<file path="config.mk">
export PLATFORM = sky130hd
export DESIGN_NAME = ncpes_host
export DESIGN_NICKNAME = d
export VERILOG_FILES = /design/src/common/ncpes_pkg.sv /design/src/verilog/ncpes_host.sv
export VERILOG_INCLUDE_DIRS = /design/src /design/src/common
export SDC_FILE = /design/constraint.sdc
export NUM_CORES = 1
export LEC_CHECK = 0
export ABC_AREA = 1
export BUFFER_PORTS_ARGS = -buffer_cell sky130_fd_sc_hd__buf_2
export CAP_MARGIN = 40
export CORE_ASPECT_RATIO = 1.75
export CORE_MARGIN = 2
export CORE_UTILIZATION = 34
export DETAILED_ROUTE_END_ITERATION = 7
export PLACE_DENSITY = 0.5
export SLEW_MARGIN = 20
export SYNTH_ARGS = -nofsm -noshare
export SYNTH_HDL_FRONTEND = slang
export SYNTH_SLANG_ARGS = --single-unit
</file>
<file path="constraint.sdc">
create_clock -name clock -period 4.6 [get_ports clock]
set_clock_uncertainty 0.05 [all_clocks]
set_input_delay 0.46 -clock clock [delete_from_list [all_inputs] [get_ports clock]]
set_output_delay 0.46 -clock clock [all_outputs]
set_load 0.02 [all_outputs]
</file>
<file path="src/common/ncpes_regs.svh">
// Offsets, command codes, field positions and timing counts for the NAND sequencer controller
`ifndef NCPES_REGS_SVH
`define NCPES_REGS_SVH

// Software register offsets (word index on the plain port)
`define NCPES_REG_CTRL 4'h0
`define NCPES_REG_ROW 4'h1
`define NCPES_REG_COL 4'h2
`define NCPES_REG_WDATA 4'h3
`define NCPES_REG_RDATA 4'h4
`define NCPES_REG_STAT 4'h5
`define NCPES_REG_DSTAT 4'h6

// Control register fields
`define NCPES_CTRL_OP_LSB 0
`define NCPES_CTRL_GO_BIT 4
`define NCPES_CTRL_WP_BIT 5

// Status register fields
`define NCPES_STAT_BUSY_BIT 0
`define NCPES_STAT_RDV_BIT 1
`define NCPES_STAT_WRDY_BIT 2
`define NCPES_STAT_RB_BIT 3

// Flash command codes
`define NCPES_CMD_READ_SETUP 8'h00
`define NCPES_CMD_READ_CONF 8'h30
`define NCPES_CMD_CACHE_NEXT 8'h31
`define NCPES_CMD_CACHE_LAST 8'h3F
`define NCPES_CMD_COL_SETUP 8'h05
`define NCPES_CMD_COL_CONF 8'hE0
`define NCPES_CMD_STATUS 8'h70
`define NCPES_CMD_LOAD 8'h80
`define NCPES_CMD_RAND_IN 8'h85
`define NCPES_CMD_PROG_CONF 8'h10
`define NCPES_CMD_CACHE_PROG 8'h15
`define NCPES_CMD_ERASE_SETUP 8'h60
`define NCPES_CMD_ERASE_CONF 8'hD0

// Flash status bit positions
`define NCPES_SR_CHIP_PF 0
`define NCPES_SR_CACHE_PF 1
`define NCPES_SR_CTRL_ACT 5
`define NCPES_SR_CACHE_RDY 6

// Strobe timing: each half of a strobe pulse, in ns, rounded up to cycles
`define NCPES_T_HALF_NS 20
`define NCPES_CLK_NS 10
`define NCPES_HALF_CYC ((`NCPES_T_HALF_NS + `NCPES_CLK_NS - 1) / `NCPES_CLK_NS)
// Busy-line settle time after a confirm code, in ns, rounded up
`define NCPES_T_WB_NS 100
`define NCPES_WB_CYC ((`NCPES_T_WB_NS + `NCPES_CLK_NS - 1) / `NCPES_CLK_NS)
`define NCPES_PAGE_BYTES 2112

`endif

</file>
<file path="src/common/ncpes_pkg.sv">
// Types shared by the NAND cache/program/erase sequencer controller
package ncpes_pkg;

   // Operations software may launch
   typedef enum logic [3:0] {
      OP_CRD_START = 4'b0000, // 00-addr5-30
      OP_CRD_NEXT = 4'b0001, // 31
      OP_CRD_LAST = 4'b0010, // 3F
      OP_CRD_RAND = 4'b0011, // 00-row3-31
      OP_COL_CHG = 4'b0100, // 05-col2-E0
      OP_STATUS = 4'b0101, // 70 then one status byte
      OP_RESUME = 4'b0110, // 00 alone
      OP_LOAD = 4'b0111, // 80-addr5
      OP_RAND_IN = 4'b1000, // 85-col2
      OP_PROG = 4'b1001, // 10
      OP_CPROG = 4'b1010, // 15
      OP_ERASE = 4'b1011, // 60-row3-D0
      OP_DATA_IN = 4'b1100, // one byte from write data
      OP_DATA_OUT = 4'b1101 // one byte into read data
   } ncpes_op_e;

   // Sequencer states
   typedef enum logic [2:0] {
      ST_IDLE = 3'b000,
      ST_CMD1 = 3'b001,
      ST_ADDR = 3'b010,
      ST_CMD2 = 3'b011,
      ST_DIN = 3'b100,
      ST_DOUT = 3'b101,
      ST_WAITB = 3'b110
   } ncpes_st_e;

   // Flash pin bundle driven by the controller
   typedef struct packed {
      logic ce_n;
      logic cle;
      logic ale;
      logic we_n;
      logic read_strobe_n;
      logic wp_n;
      logic [7:0] io_out;
      logic io_oe_n;
   } ncpes_pins_s;

   // Controller state except the busy-line synchroniser and read data register
   typedef struct packed {
      ncpes_st_e st;
      ncpes_op_e op;
      logic [2:0] acnt;
      logic [2:0] alast;
      logic [2:0] afirst;
      logic [2:0] tcnt;
      logic ph;
      logic [7:0] rdata;
      logic rdv;
      logic [7:0] dstat;
      logic [7:0] wdata;
      logic wfull;
      logic [15:0] row;
      logic [11:0] col;
      logic wp;
      ncpes_pins_s pins;
   } ncpes_state_s;

endpackage

</file>
<file path="src/verilog/ncpes_host.sv">
// Host controller that drives a NAND flash for cache read, program and erase
// Notes on behaviour
// - Cache read starts with 00, five address bytes, 30, later 31.
// - Each further sequential page is requested with 31, then wait short busy.
// - After a status poll in cache read, host sends 00 to resume.
// - Last page is requested with 3F instead of 31.
// - Random cache read: 00, row address, 31, then short busy.
// - Each further random page repeats the 00-address-31 set.
// - Program: 80, five address bytes, data bytes, then 10.
// - Host programs pages in ascending order, at most four partial programs; left to software, the controller does not check.
// - Next cache program only after cache-ready reads 1.
// - Last cache page uses 10 when only the busy line is watched.
// - During erase only status and reset accepted; busy line signals end.
// - Command latched on write-strobe rise with CLE, address with ALE.
// - Full address is two column bytes then three row bytes.
`timescale 1ns/1ps
`default_nettype none
`include "ncpes_regs.svh"

module ncpes_host (
   // Clock and reset
   input wire logic clock,
   input wire logic srst,
   // Software port
   input wire logic [3:0] sw_addr,
   input wire logic [15:0] sw_wdata,
   input wire logic sw_wr,
   input wire logic sw_rd,
   output logic [15:0] sw_rdata,
   // Flash pins
   output logic ce_n,
   output logic cle,
   output logic ale,
   output logic we_n,
   output logic read_strobe_n,
   output logic wp_n,
   output logic [7:0] io_out,
   output logic io_oe_n,
   input wire logic [7:0] io_in,
   input wire logic busy_n
);

   ncpes_pkg::ncpes_state_s s_reg;
   ncpes_pkg::ncpes_state_s s_next;
   logic [2:0] rb_sync_reg;
   logic rb_ready_reg;
   logic [15:0] rdata_reg;

   // Idle bus: chip selected, strobes high, pins released
   function automatic ncpes_pkg::ncpes_pins_s idle_pins(input logic wp);
      ncpes_pkg::ncpes_pins_s p;
      p = '0;
      p.we_n = 1'b1;
      p.read_strobe_n = 1'b1;
      p.wp_n = wp;
      p.io_oe_n = 1'b1;
      return p;
   endfunction

   // First command code of an operation
   function automatic logic [7:0] first_cmd(input ncpes_pkg::ncpes_op_e op);
      case (op)
         ncpes_pkg::OP_CRD_START, ncpes_pkg::OP_CRD_RAND,
         ncpes_pkg::OP_RESUME: first_cmd = `NCPES_CMD_READ_SETUP;
         ncpes_pkg::OP_CRD_NEXT: first_cmd = `NCPES_CMD_CACHE_NEXT;
         ncpes_pkg::OP_CRD_LAST: first_cmd = `NCPES_CMD_CACHE_LAST;
         ncpes_pkg::OP_COL_CHG: first_cmd = `NCPES_CMD_COL_SETUP;
         ncpes_pkg::OP_STATUS: first_cmd = `NCPES_CMD_STATUS;
         ncpes_pkg::OP_LOAD: first_cmd = `NCPES_CMD_LOAD;
         ncpes_pkg::OP_RAND_IN: first_cmd = `NCPES_CMD_RAND_IN;
         ncpes_pkg::OP_PROG: first_cmd = `NCPES_CMD_PROG_CONF;
         ncpes_pkg::OP_CPROG: first_cmd = `NCPES_CMD_CACHE_PROG;
         ncpes_pkg::OP_ERASE: first_cmd = `NCPES_CMD_ERASE_SETUP;
         default: first_cmd = `NCPES_CMD_STATUS;
      endcase
   endfunction

   // Confirm code; operations without one return zero and skip the step
   function automatic logic [7:0] conf_cmd(input ncpes_pkg::ncpes_op_e op);
      case (op)
         ncpes_pkg::OP_CRD_START: conf_cmd = `NCPES_CMD_READ_CONF;
         ncpes_pkg::OP_CRD_RAND: conf_cmd = `NCPES_CMD_CACHE_NEXT;
         ncpes_pkg::OP_COL_CHG: conf_cmd = `NCPES_CMD_COL_CONF;
         ncpes_pkg::OP_ERASE: conf_cmd = `NCPES_CMD_ERASE_CONF;
         default: conf_cmd = 8'h00;
      endcase
   endfunction

   // Address byte number: 0,1 column, 2..4 row
   function automatic logic [7:0] addr_byte(input logic [2:0] n, input logic [11:0] col,
                                            input logic [15:0] row);
      case (n)
         3'h0: addr_byte = col[7:0];
         3'h1: addr_byte = {4'h0, col[11:8]};
         3'h2: addr_byte = row[7:0];
         3'h3: addr_byte = row[15:8];
         default: addr_byte = 8'h00;
      endcase
   endfunction

   // Busy line from a pin: three flops, change once the last two agree
   always_ff @(posedge clock) begin
      if (srst) begin
         rb_sync_reg <= 3'h7;
         rb_ready_reg <= 1'b1;
      end else begin
         rb_sync_reg <= {rb_sync_reg[1:0], busy_n};
         if (rb_sync_reg[2] == rb_sync_reg[1]) begin
            rb_ready_reg <= rb_sync_reg[2];
         end
      end
   end

   // Sequencer next state
   always_comb begin
      logic [2:0] af;
      logic [2:0] al;
      logic [7:0] cc;
      logic is_pe;
      af = 3'h0;
      al = 3'h0;
      cc = 8'h00;
      is_pe = 1'b0;
      s_next = s_reg;
      // Software writes
      if (sw_wr && sw_addr == `NCPES_REG_ROW) begin
         s_next.row = sw_wdata; // page order and partial counts stay with software
      end else if (sw_wr && sw_addr == `NCPES_REG_COL) begin
         s_next.col = sw_wdata[11:0];
      end else if (sw_wr && sw_addr == `NCPES_REG_WDATA) begin
         s_next.wdata = sw_wdata[7:0];
         s_next.wfull = 1'b1;
      end
      if (sw_rd && sw_addr == `NCPES_REG_RDATA) begin
         s_next.rdv = 1'b0;
      end
      case (s_reg.st)
         ncpes_pkg::ST_IDLE: begin
            s_next.pins = idle_pins(s_reg.wp);
            if (sw_wr && sw_addr == `NCPES_REG_CTRL) begin
               s_next.wp = sw_wdata[`NCPES_CTRL_WP_BIT];
               s_next.pins.wp_n = sw_wdata[`NCPES_CTRL_WP_BIT];
               if (sw_wdata[`NCPES_CTRL_GO_BIT]) begin
                  s_next.op = ncpes_pkg::ncpes_op_e'(sw_wdata[`NCPES_CTRL_OP_LSB +: 4]);
                  s_next.tcnt = 3'h0;
                  s_next.ph = 1'b0;
                  // Pick address bytes to send for this operation
                  case (ncpes_pkg::ncpes_op_e'(sw_wdata[`NCPES_CTRL_OP_LSB +: 4]))
                     ncpes_pkg::OP_CRD_START, ncpes_pkg::OP_LOAD: begin
                        af = 3'h0;
                        al = 3'h4;
                     end
                     ncpes_pkg::OP_CRD_RAND, ncpes_pkg::OP_ERASE: begin
                        af = 3'h2;
                        al = 3'h4;
                     end
                     ncpes_pkg::OP_COL_CHG, ncpes_pkg::OP_RAND_IN: begin
                        af = 3'h0;
                        al = 3'h1;
                     end
                     default: begin
                        af = 3'h7;
                        al = 3'h7;
                     end
                  endcase
                  s_next.afirst = af;
                  s_next.alast = al;
                  s_next.acnt = af;
                  if (ncpes_pkg::ncpes_op_e'(sw_wdata[`NCPES_CTRL_OP_LSB +: 4]) ==
                      ncpes_pkg::OP_DATA_IN) begin
                     s_next.st = ncpes_pkg::ST_DIN;
                  end else if (ncpes_pkg::ncpes_op_e'(sw_wdata[`NCPES_CTRL_OP_LSB +: 4]) ==
                               ncpes_pkg::OP_DATA_OUT) begin
                     s_next.st = ncpes_pkg::ST_DOUT;
                  end else begin
                     s_next.st = ncpes_pkg::ST_CMD1;
                  end
               end
            end
         end
         ncpes_pkg::ST_CMD1, ncpes_pkg::ST_CMD2, ncpes_pkg::ST_ADDR: begin
            // One latch cycle: strobe low half, then high half; data latched on the rise
            if (s_reg.st == ncpes_pkg::ST_ADDR) begin
               cc = addr_byte(s_reg.acnt, s_reg.col, s_reg.row);
            end else if (s_reg.st == ncpes_pkg::ST_CMD1) begin
               cc = first_cmd(s_reg.op);
            end else begin
               cc = conf_cmd(s_reg.op);
            end
            s_next.pins.cle = (s_reg.st != ncpes_pkg::ST_ADDR);
            s_next.pins.ale = (s_reg.st == ncpes_pkg::ST_ADDR);
            s_next.pins.io_out = cc;
            s_next.pins.io_oe_n = 1'b0;
            s_next.pins.we_n = s_reg.ph;
            s_next.tcnt = s_reg.tcnt + 3'h1;
            if (s_reg.tcnt == 3'(`NCPES_HALF_CYC - 1)) begin
               s_next.tcnt = 3'h0;
               s_next.ph = ~s_reg.ph;
               if (s_reg.ph) begin
                  s_next.pins = idle_pins(s_reg.wp);
                  is_pe = (s_reg.op == ncpes_pkg::OP_ERASE) ||
                          (s_reg.op == ncpes_pkg::OP_PROG) ||
                          (s_reg.op == ncpes_pkg::OP_CPROG);
                  if (s_reg.st == ncpes_pkg::ST_CMD1 && s_reg.afirst != 3'h7) begin
                     s_next.st = ncpes_pkg::ST_ADDR;
                  end else if (s_reg.st == ncpes_pkg::ST_ADDR && s_reg.acnt != s_reg.alast) begin
                     s_next.acnt = s_reg.acnt + 3'h1;
                  end else if (s_reg.st != ncpes_pkg::ST_CMD2 &&
                               conf_cmd(s_reg.op) != 8'h00) begin
                     s_next.st = ncpes_pkg::ST_CMD2;
                  end else if (s_reg.op == ncpes_pkg::OP_STATUS) begin
                     s_next.st = ncpes_pkg::ST_DOUT;
                  end else if (s_reg.op == ncpes_pkg::OP_CRD_START ||
                               s_reg.op == ncpes_pkg::OP_CRD_RAND ||
                               s_reg.op == ncpes_pkg::OP_CRD_NEXT ||
                               s_reg.op == ncpes_pkg::OP_CRD_LAST || is_pe) begin
                     // Busy line takes a while to fall after a confirm code
                     s_next.st = ncpes_pkg::ST_WAITB;
                     s_next.acnt = 3'h0;
                  end else begin
                     s_next.st = ncpes_pkg::ST_IDLE;
                  end
               end
            end
         end
         ncpes_pkg::ST_DIN: begin
            // Stall until software has supplied a byte
            if (s_reg.wfull) begin
               s_next.pins.io_out = s_reg.wdata;
               s_next.pins.io_oe_n = 1'b0;
               s_next.pins.we_n = s_reg.ph;
               s_next.tcnt = s_reg.tcnt + 3'h1;
               if (s_reg.tcnt == 3'(`NCPES_HALF_CYC - 1)) begin
                  s_next.tcnt = 3'h0;
                  s_next.ph = ~s_reg.ph;
                  if (s_reg.ph) begin
                     s_next.pins = idle_pins(s_reg.wp);
                     s_next.wfull = sw_wr && sw_addr == `NCPES_REG_WDATA; // New byte wins
                     s_next.st = ncpes_pkg::ST_IDLE;
                  end
               end
            end
         end
         ncpes_pkg::ST_DOUT: begin
            // Sample just before the read strobe rises; its fall advanced the column
            s_next.pins.read_strobe_n = s_reg.ph;
            s_next.tcnt = s_reg.tcnt + 3'h1;
            if (s_reg.tcnt == 3'(`NCPES_HALF_CYC - 1)) begin
               s_next.tcnt = 3'h0;
               s_next.ph = ~s_reg.ph;
               if (!s_reg.ph) begin
                  if (s_reg.op == ncpes_pkg::OP_STATUS) begin
                     s_next.dstat = io_in;
                  end else begin
                     s_next.rdata = io_in;
                     s_next.rdv = 1'b1;
                  end
               end else begin
                  s_next.pins = idle_pins(s_reg.wp);
                  s_next.st = ncpes_pkg::ST_IDLE;
               end
            end
         end
         ncpes_pkg::ST_WAITB: begin
            // Count the busy-fall window to at most 7, not the full NCPES_WB_CYC, then wait for ready; chip select stays low
            if (s_reg.acnt != 3'(`NCPES_WB_CYC > 7 ? 7 : `NCPES_WB_CYC)) begin
               s_next.acnt = s_reg.acnt + 3'h1;
            end else if (rb_ready_reg) begin
               s_next.st = ncpes_pkg::ST_IDLE;
            end
         end
         default: s_next.st = ncpes_pkg::ST_IDLE;
      endcase
   end

   // State register
   always_ff @(posedge clock) begin
      if (srst) begin
         s_reg <= '0;
         s_reg.pins.we_n <= 1'b1;
         s_reg.pins.read_strobe_n <= 1'b1;
         s_reg.pins.io_oe_n <= 1'b1;
      end else begin
         s_reg <= s_next;
      end
   end

   // Read port: data one cycle after the strobe; unmapped reads give zero
   always_ff @(posedge clock) begin
      if (srst) begin
         rdata_reg <= 16'h0000;
      end else if (sw_rd) begin
         if (sw_addr == `NCPES_REG_CTRL) begin
            rdata_reg <= {10'h000, s_reg.wp, 1'b0, s_reg.op};
         end else if (sw_addr == `NCPES_REG_ROW) begin
            rdata_reg <= s_reg.row;
         end else if (sw_addr == `NCPES_REG_COL) begin
            rdata_reg <= {4'h0, s_reg.col};
         end else if (sw_addr == `NCPES_REG_RDATA) begin
            rdata_reg <= {8'h00, s_reg.rdata};
         end else if (sw_addr == `NCPES_REG_STAT) begin
            rdata_reg <= {12'h000, rb_ready_reg, ~s_reg.wfull, s_reg.rdv,
                          s_reg.st != ncpes_pkg::ST_IDLE};
         end else if (sw_addr == `NCPES_REG_DSTAT) begin
            rdata_reg <= {8'h00, s_reg.dstat};
         end else begin
            rdata_reg <= 16'h0000;
         end
      end else begin
         rdata_reg <= 16'h0000;
      end
   end

   assign sw_rdata = rdata_reg;
   assign ce_n = s_reg.pins.ce_n;
   assign cle = s_reg.pins.cle;
   assign ale = s_reg.pins.ale;
   assign we_n = s_reg.pins.we_n;
   assign read_strobe_n = s_reg.pins.read_strobe_n;
   assign wp_n = s_reg.pins.wp_n;
   assign io_out = s_reg.pins.io_out;
   assign io_oe_n = s_reg.pins.io_oe_n;
endmodule

`default_nettype wire

</file>
# Yosys cells after proc, flatten, opt, wreduce, memory -nomap -nowiden

Memories as Yosys holds them, arrays and structs flattened. A register that Yosys moved wholly into a read port is not among the register bits.
Cells that the tools add are included.

Bits in registers: 110
Memory bits (read-only): 128
Bits of input ports: 33
Output and inout port bits: 31
Word-level logic and storage cells: 203
Memories: 1

Add/subtract/negate cells: 2
Eq/ne operators: 54
Muxes and demuxes: 70
Bitwise operators: 6
Reductions and logical operators: 43

Memories:

| memory          | depth | width | read ports | clocked after Yosys merged registers in | wr ports | RTL line         | RTL |
|---|---|---|---|---|---|---|---|
| (no name shown) | 16    | 8     | 1          | 1                                       | 0        | ncpes_host.sv:62 | `case (op)` |

Operators by type and width:

| operator                                       | count |
|---|---|
| 2-to-1 mux 15 bit                              | 7 |
| 2-to-1 mux 8 bit                               | 11 |
| 2-to-1 mux 3 bit                               | 22 |
| one-hot mux 8 bit (4 select lines)             | 2 |
| one-hot mux 15 bit (4 select lines)            | 1 |
| 2-to-1 mux 20 bit                              | 2 |
| == test 4 x 3 -> 1 bit (second input constant) | 7 |
| == test 4 bit (second input constant)          | 7 |
| != test 2 bit (second input constant)          | 13 |
| 2-to-1 mux 21 bit                              | 1 |
| == test 4 x 2 -> 1 bit (second input constant) | 5 |
| 2-to-1 mux 9 bit                               | 2 |
| != test 3 bit (second input constant)          | 6 |
| 2-to-1 mux 17 bit                              | 1 |
| 2-to-1 mux 16 bit                              | 1 |
| 2-to-1 mux 4 bit                               | 4 |
| one-hot mux 4 bit (4 select lines)             | 1 |
| AND reduction 4 bit                            | 4 |
| AND reduction 8 bit                            | 2 |
| one-hot mux 3 bit (5 select lines)             | 1 |
| == test 3 x 2 -> 1 bit (second input constant) | 4 |
| zero test 4 bit                                | 3 |
| 2-to-1 mux 12 bit                              | 1 |
| one-hot mux 3 bit (2 select lines)             | 2 |
| 25 further kinds                               | 65 |

# Logic depth before layout (Yosys ltp)

Gate-level depths: netlist of the first run.

Depth in word-level cells: 15
Mapped depth: 13

# Least setup slack after synthesis of the first run

Ideal clock, no wire load.

Kind: input to register
Start: in sw_addr[2]
End: reg (tool-made name)
Data arrival time: 1.873 ns
Data required time: 4.435 ns
Setup slack: 2.562 ns
Stages: 12
Buffers on the path: 1
Path through: nor2_4 nand3_4 nor2_4 nand2_2 buf_6 a211oi_2 inv_1 ha_1 nand2_1 nand2_1 nand2_1 nand2_1

RTL lines:

| what        | RTL line         | RTL |
|---|---|---|
| from (decl) | ncpes_host.sv:25 | `input wire logic [3:0] sw_addr,` |

==> results of run 1 <==
-- worst max path at each step --
stage / end / slack, ps / start
after floorplan: flip-flop / 2560 / sw_addr[2]
after global placement: flip-flop / 2220 / sw_addr[2]
after detailed placement: flip-flop / 2190 / sw_addr[2]
after CTS: flip-flop / 2280 / s_reg[89]
after global routing: flip-flop / 2090 / s_reg[89]
final: flip-flop / 2300 / s_reg[89]
-- cells in the final DEF, fill, tap and decap left out, drive strengths merged, types with 2 or more instances in the layout --
cell	Yosys	layout
clkinv	4	7
nand3	63	63
o211ai	3	3
clkinvlp	0	4
bufinv	0	3
buf	22	65
nand4	7	7
clkbuf	11	20
a31oi	2	2
o22ai	17	17
nor3	2	2
nand2	174	174
inv	101	103
a211oi	2	2
a41oi	3	3
nor2	72	72
o21ai	84	84
or2	6	6
ha	10	10
xnor2	3	3
dfxtp	115	115
a21oi	76	76
o2111ai	2	2
-- power by group --
group | switching [mW] | internal, mW | total [mW] | leakage, nW
sequential | 0.0226 | 1.02 | 1.05 | 0.929
combinational | 0.221 | 0.0950 | 0.317 | 1.54
clock | 0.489 | 0.895 | 1.38 | 0.295
total | 0.733 | 2.01 | 2.75 | 2.76
-- cell type report --
cell class              count  area, um^2  area share
inverters                 105       401.6     0.06093
clock inverters            12       152.6     0.02316
multi-input cells         532        2688      0.4077
repair buffers             65       340.3     0.05163
well taps                 192       240.2     0.03645
flip-flops and latches    115        2302      0.3493
clock buffers              20       466.7     0.07080
-- routing by layer --
layer,track usage,vias up
met5,0,-
met4,0.09989,0
met3,0.04718,36
met2,0.3708,113
met1,0.2107,2401
li1,-,2666
-- metrics by stage --
step	total power [mW]	utilization	area (um^2)
floorplan	1.284	-	5582
global placement	1.387	0.3674	5957
detailed placement	1.386	0.3683	5972
CTS	2.774	0.4065	6591
global route	2.859	0.4065	6591
finish	2.747	0.4065	6591
-- cells by family (layout without fill, tap and decap cells) --
kind of cell    count (synthesis)  after routing  synth area share
other cells                     1              1         0.0006718
simple gates                  327            327            0.2690
xor+xnor                        3              3          0.004708
buf+inv                       138            202            0.1060
fa+ha+maj                      10             10           0.02242
flops                         115            115            0.4125
compound gates                191            191            0.1847
==> impl_metrics.csv, run 1 <==
group,metric,value,unit
timing,setup_violations,0,
synthesis,synth.distinct_cells,43,
power,p_leak,2.761,nW
finish,fin_cells,1041,
placement,place.gp.congestion,0.8450,
worst_hold_path,worstHoldStart,"busy_n",
synthesis,yosysSeqAreaShare,0.4125,
finish,fin_nets,879,
synthesis,postSynthAreaPerCell,7.110,um^2
routing,dr.pass1.iters,5,
routing,drtIter0Drc,247,
synthesis,synth_area,5582,um^2
global_routing,antenna_found_initial,0,
setup_path,reg2reg_depth,10,
routing,vias,5216,
routing,wl_met3,605,um
routing,wl_met1,6.485,mm
synthesis,synthTopCellsByCount,"164 x nand2_1, 115 x dfxtp_1, 93 x inv_1",
routing,wl,16.91,mm
die,dieArea,17500,um^2
timing,tns,0,ps
synthesis,yosys_warnings,0,
synthesis,syn_inst,785,
clock_network,path_clk_slew,60,ps
setup_path,critPathMaxStageDelay,690,ps
setup_path,end_kind,"flip-flop",
clock_network,post_cts_resized,0,
clock_network,clkLatencyLatePin,410,ps
setup_path,slowest_stage,"dfxtp_1",
placement,dp_slack,2186,ps
timing,fin_crit_sh,0.5006,
setup_path,rr_startpoint,"s_reg[89]",
synthesis,synthArstFlopShare,0,
global_routing,grtUsageTotal,0.2029,
timing,slew-limit-headroom,0.4995,
clock_network,cts_hold_buf,0,
setup_path,cp_num_buf_inv,1,
die,num_rows,62,
timing,max_freq,434.3,MHz
clock_network,post_cts_buffers,0,
finish,diodes,0,
clock_network,h-tree-depth,4,
global_routing,grt_pass1_wl,27.04,mm
synthesis,ys.flop_type,"dfxtp_1",
worst_hold_path,hold_end,"rb_sync_reg[0]",
global_routing,grt_overflow,0,
routing,drcViolationCount,0,
worst_hold_path,hold-path-cell-count,2,
timing,whs,187.3,ps
setup_path,path_delay_family,"simple AND/OR/NAND/NOR gates",
status,status,"complete, no violations",
setup_path,worstPathCellList,"nor2_4 -> nand2_2 -> nor2_1 -> a211oi_2 -> inv_1 -> ha_1 -> nand2_1 -> nand2_1 -> nand2_1 -> nand2_1",
timing,min_period,2303,ps
die,die_w,100.9,um
timing,hold_viol,0,
setup_path,cp_max_fo,13,
clock_network,cts_tree,"built",
clock_network,clock-sinks,115,
placement,dp_hpwl,13.06,mm
clock_network,cts_made_buffers,17,
routing,wl_met2,9.058,mm
timing,setup_slack,2297,ps
placement,dpl.cell_count,1009,
finish,largest_register_ffs,74,
placement,port_buffers,62,
synthesis,synth_area_leaders,"dfxtp_1 41%, nand2_1 11%, o21ai_0 7.4%",
global_routing,grt_max_degree,62,
synthesis,yosysMostFrequentCell,"nand2_1",
finish,fillers,1740,
synthesis,syn_nets,828,
clock_network,clock-root-buffer,"clkbuf_16",
die,ios,64,
timing,slew_viol_final,0,
setup_path,cp-start-kind,"flip-flop",
clock_network,cts_max_path_buffers,2,
synthesis,synth_top_area_share,0.4125,
die,start_util,0.3443,
power,power_density,416.7,nW/um^2
routing,top_layer,"met4",
power,worst_ir_drop_vdd,206.2,uV
global_routing,first_global_vias,5167,
worst_hold_path,min_path_type,"in2reg",
finish,final_layout_size_suffix_gt1_frac,0.1720,
synthesis,synth_area_leader_cell,"dfxtp_1",
synthesis,synth-edff-count,0,
timing,rsz0062_at_grt,"no",
setup_path,cp.arrival,2560,ps
setup_path,cp.depth,10,
routing,via_per_inst,5.011,
setup_path,crit_required,4860,ps
routing,post_drt_wl_per_cell,16.24,um
die,fp.dieH,173.5,um
timing,tightest_slew,748.5,ps
flow_run,max_cap_viol_count,0,
setup_path,reg2reg_slack,2300,ps
setup_path,critPathMostFrequentCell,"nand2_1",
finish,syn2layout_area_growth,18.09,%
routing,ant_nets,0,
setup_path,crit_type,"reg2reg",
synthesis,ys_seq_elements,115,
die,core_area,16210,um^2
No activity file was read; power rests on OpenSTA's default activity.
==> run 2: changes to the inputs <==
--- a/config.mk
+++ b/config.mk
@@ -6,7 +6,7 @@
 export SDC_FILE = /design/constraint.sdc
 export NUM_CORES = 1
 export LEC_CHECK = 0
-export ABC_AREA = 1
+export ABC_AREA = 0
 export BUFFER_PORTS_ARGS = -buffer_cell sky130_fd_sc_hd__buf_2
 export CAP_MARGIN = 40
 export CORE_ASPECT_RATIO = 1.75
==> constraint.sdc (replaced) <==
create_clock -name clock -period 2.2 [get_ports clock]
set_clock_uncertainty 0.05 [all_clocks]
set_input_delay 0.22 -clock clock [delete_from_list [all_inputs] [get_ports clock]]
set_output_delay 0.22 -clock clock [all_outputs]
set_load 0.02 [all_outputs]
==> run 2 against run 1 <==
Net effect:
- the run now ends with setup timing left
- die area is 2.5% higher
- area after synthesis is 2.6% higher
- non-clock buffer count is 66 higher
- highest routed layer unchanged
==> impl_metrics.csv, run 2 <==
group,metric,value,unit
status,status,"complete, but fails checks",
status,violations,"setup timing",
placement,port_buffers,62,
global_routing,antenna_found_initial,0,
routing,via_per_inst,5.324,
synthesis,synth.distinct_cells,69,
die,core_area,16450,um^2
synthesis,ys.flop_type,"dfxtp_1",
finish,diodes,0,
timing,max_freq,447.9,MHz
synthesis,yosysSeqAreaShare,0.4019,
routing,dr.pass1.iters,5,
die,num_rows,62,
global_routing,grt_overflow,0,
clock_network,cts_max_path_buffers,2,
die,dieArea,17940,um^2
timing,tightest_slew,838.3,ps
synthesis,synthTopCellsByCount,"115 x dfxtp_1, 79 x nor2_1, 75 x nand2_1",
clock_network,cts_made_buffers,17,
timing,slew_viol_final,0,
die,start_util,0.3483,
timing,tns,-61.79,ps
setup_path,cp.arrival,2540,ps
routing,drcViolationCount,0,
timing,fin_crit_sh,1.015,
setup_path,end_kind,"flip-flop",
die,die_w,102.1,um
synthesis,synthArstFlopShare,0,
setup_path,cp-start-kind,"flip-flop",
synthesis,syn_nets,721,
placement,place.gp.congestion,0.9056,
timing,setup_slack,-32.82,ps
timing,hold_viol,0,
setup_path,crit_required,2510,ps
clock_network,cts_tree,"built",
routing,drtIter0Drc,315,
clock_network,path_clk_slew,60,ps
routing,ant_nets,0,
synthesis,synth_area,5728,um^2
global_routing,first_global_vias,5471,
die,fp.dieH,175.7,um
routing,vias,5361,
synthesis,yosysMostFrequentCell,"dfxtp_1",
finish,final_cell_mix,"111 x dfxtp_1, 78 x nor2_1, 73 x nand2_1",
clock_network,clkLatencyLatePin,420,ps
synthesis,ys_seq_elements,115,
routing,post_drt_wl_per_cell,18.92,um
die,ios,64,
power,p_leak,3.082,nW
clock_network,h-tree-depth,4,
power,worst_ir_drop_vdd,354.3,uV
worst_hold_path,min_path_type,"in2reg",
placement,dp_hpwl,14.26,mm
global_routing,grtUsageTotal,0.2173,
timing,slew-limit-headroom,0.4411,
clock_network,clock-root-buffer,"clkbuf_16",
synthesis,synth_area_leader_cell,"dfxtp_1",
synthesis,synth_area_leaders,"dfxtp_1 40%, mux2i_1 7.9%, nor2_1 5.2%",
finish,final_layout_size_suffix_gt1_frac,0.2375,
timing,rsz0062_at_grt,"yes",
routing,wl,19.05,mm
setup_path,cp_max_fo,4,
flow_run,max_cap_viol_count,0,
placement,dp_slack,-118.5,ps
timing,setup_violations,2,
finish,largest_register_ffs,74,
global_routing,grt_pass1_wl,29.55,mm
finish,fin_nets,813,
power,power_density,737.6,nW/um^2
synthesis,synth_top_area_share,0.4019,
synthesis,syn_inst,678,
synthesis,synth-edff-count,0,
finish,syn2layout_area_growth,27.98,%
global_routing,grt_max_degree,32,
clock_network,clock-sinks,115,
synthesis,yosys_warnings,0,
synthesis,postSynthAreaPerCell,8.448,um^2
finish,final_common_cell,"dfxtp_1",
setup_path,crit_type,"reg2reg",
timing,min_period,2233,ps
==> run 2: changes by cell type in the layout (fill, tap and decap cells not counted), moves of 11 or more <==
cell           delta
a21oi_1          -28
nor2_1           +18
dlygate4sd3_1    +11
a22o_1           +12
buf_4            +53
nand2b_1         +15
mux2i_1          +45
nand2_1          -91
nand3_1          -47
o21ai_0          -58
o22ai_1          -11
inv_1            -82
==> run 2: worst paths after layout <==
path                   from              to  slack [ps]  cells past startpoint
max               s_reg[89]       flip-flop         -30                      9
min             sw_wdata[8]       s_reg[24]           9                      3
max reg2reg       s_reg[89]       flip-flop         -30                      9
min reg2reg  rb_sync_reg[0]  rb_sync_reg[1]         360                      1
==> run 2: worst max-delay path, stage by stage (launching register included) <==
cell     delay (ps)
dfxtp_1         310
or3_4           400
nor3_4          350
nand2_2         140
a21oi_4         240
inv_2            90
ha_4            270
inv_2            30
o21ba_4         210
o21ai_2          90
==> run 2: kinds of logic after synthesis <==
kind of cell,Yosys count,share of synthesized area
adder cells (fa/ha/maj),10,0.02184
flip-flops,115,0.4019
AND/OR/NAND/NOR,257,0.2237
XOR/XNOR,3,0.004588
multiplexers,46,0.08126
AO/OA/AOI/OAI,174,0.2075
buffers and inverters,72,0.05854
other,1,0.0006547
==> run 2: stage by stage <==
stage	hold slack, ps	instance area [um^2]	utilization	cells	power, mW
after floorplan	273.8	5763	-	678	2.297
after global placement	345.1	6490	0.3946	961	2.406
after detailed placement	347.8	6490	0.3946	961	2.408
after CTS	1.229	7246	0.4406	1004	5.450
after global routing	26.94	7331	0.4458	1007	5.558
final	8.547	7331	0.4458	1007	5.407
==> run 2: report_power, final <==
part	internal [mW]	total [mW]	switching, mW
logic	0.105	0.267	0.162
clock network	1.93	3.03	1.10
registers	2.10	2.11	0.0136
total	4.13	5.41	1.27
==> run 2: final cells by class <==
| class | instances | area [um^2] |
|---|---|---|
| Inverter | 14 | 52.55 |
| Timing Repair Buffer | 131 | 875.8 |
| Clock inverter | 15 | 220.2 |
| Clock buffer | 17 | 425.4 |
| Multi-Input combinational cell | 491 | 3169 |
| Tap cell | 224 | 280.3 |
| Fill cell | 1676 | 9115 |
| Sequential cell | 115 | 2307 |
==> run 2: routing by layer <==
metal	wire length (um)	share of wire	GRT usage	vias up
met1	7194	0.38	0.2332	2564
met4	951	0.050	0.1283	0
li1	-	-	-	2617
met5	0	0	0	-
met3	607	0.032	0.03343	49
met2	10300	0.54	0.3904	131
==> run 2: repair_timing <==
action                                  4_1_cts  5_1_grt
hold buffers                                 11        0
hold endpoints to repair                     14        0
gates resized for setup                       0       18
setup buffers                                 0        3
endpoints found under the setup margin        3       13
pin swaps                                     2        8
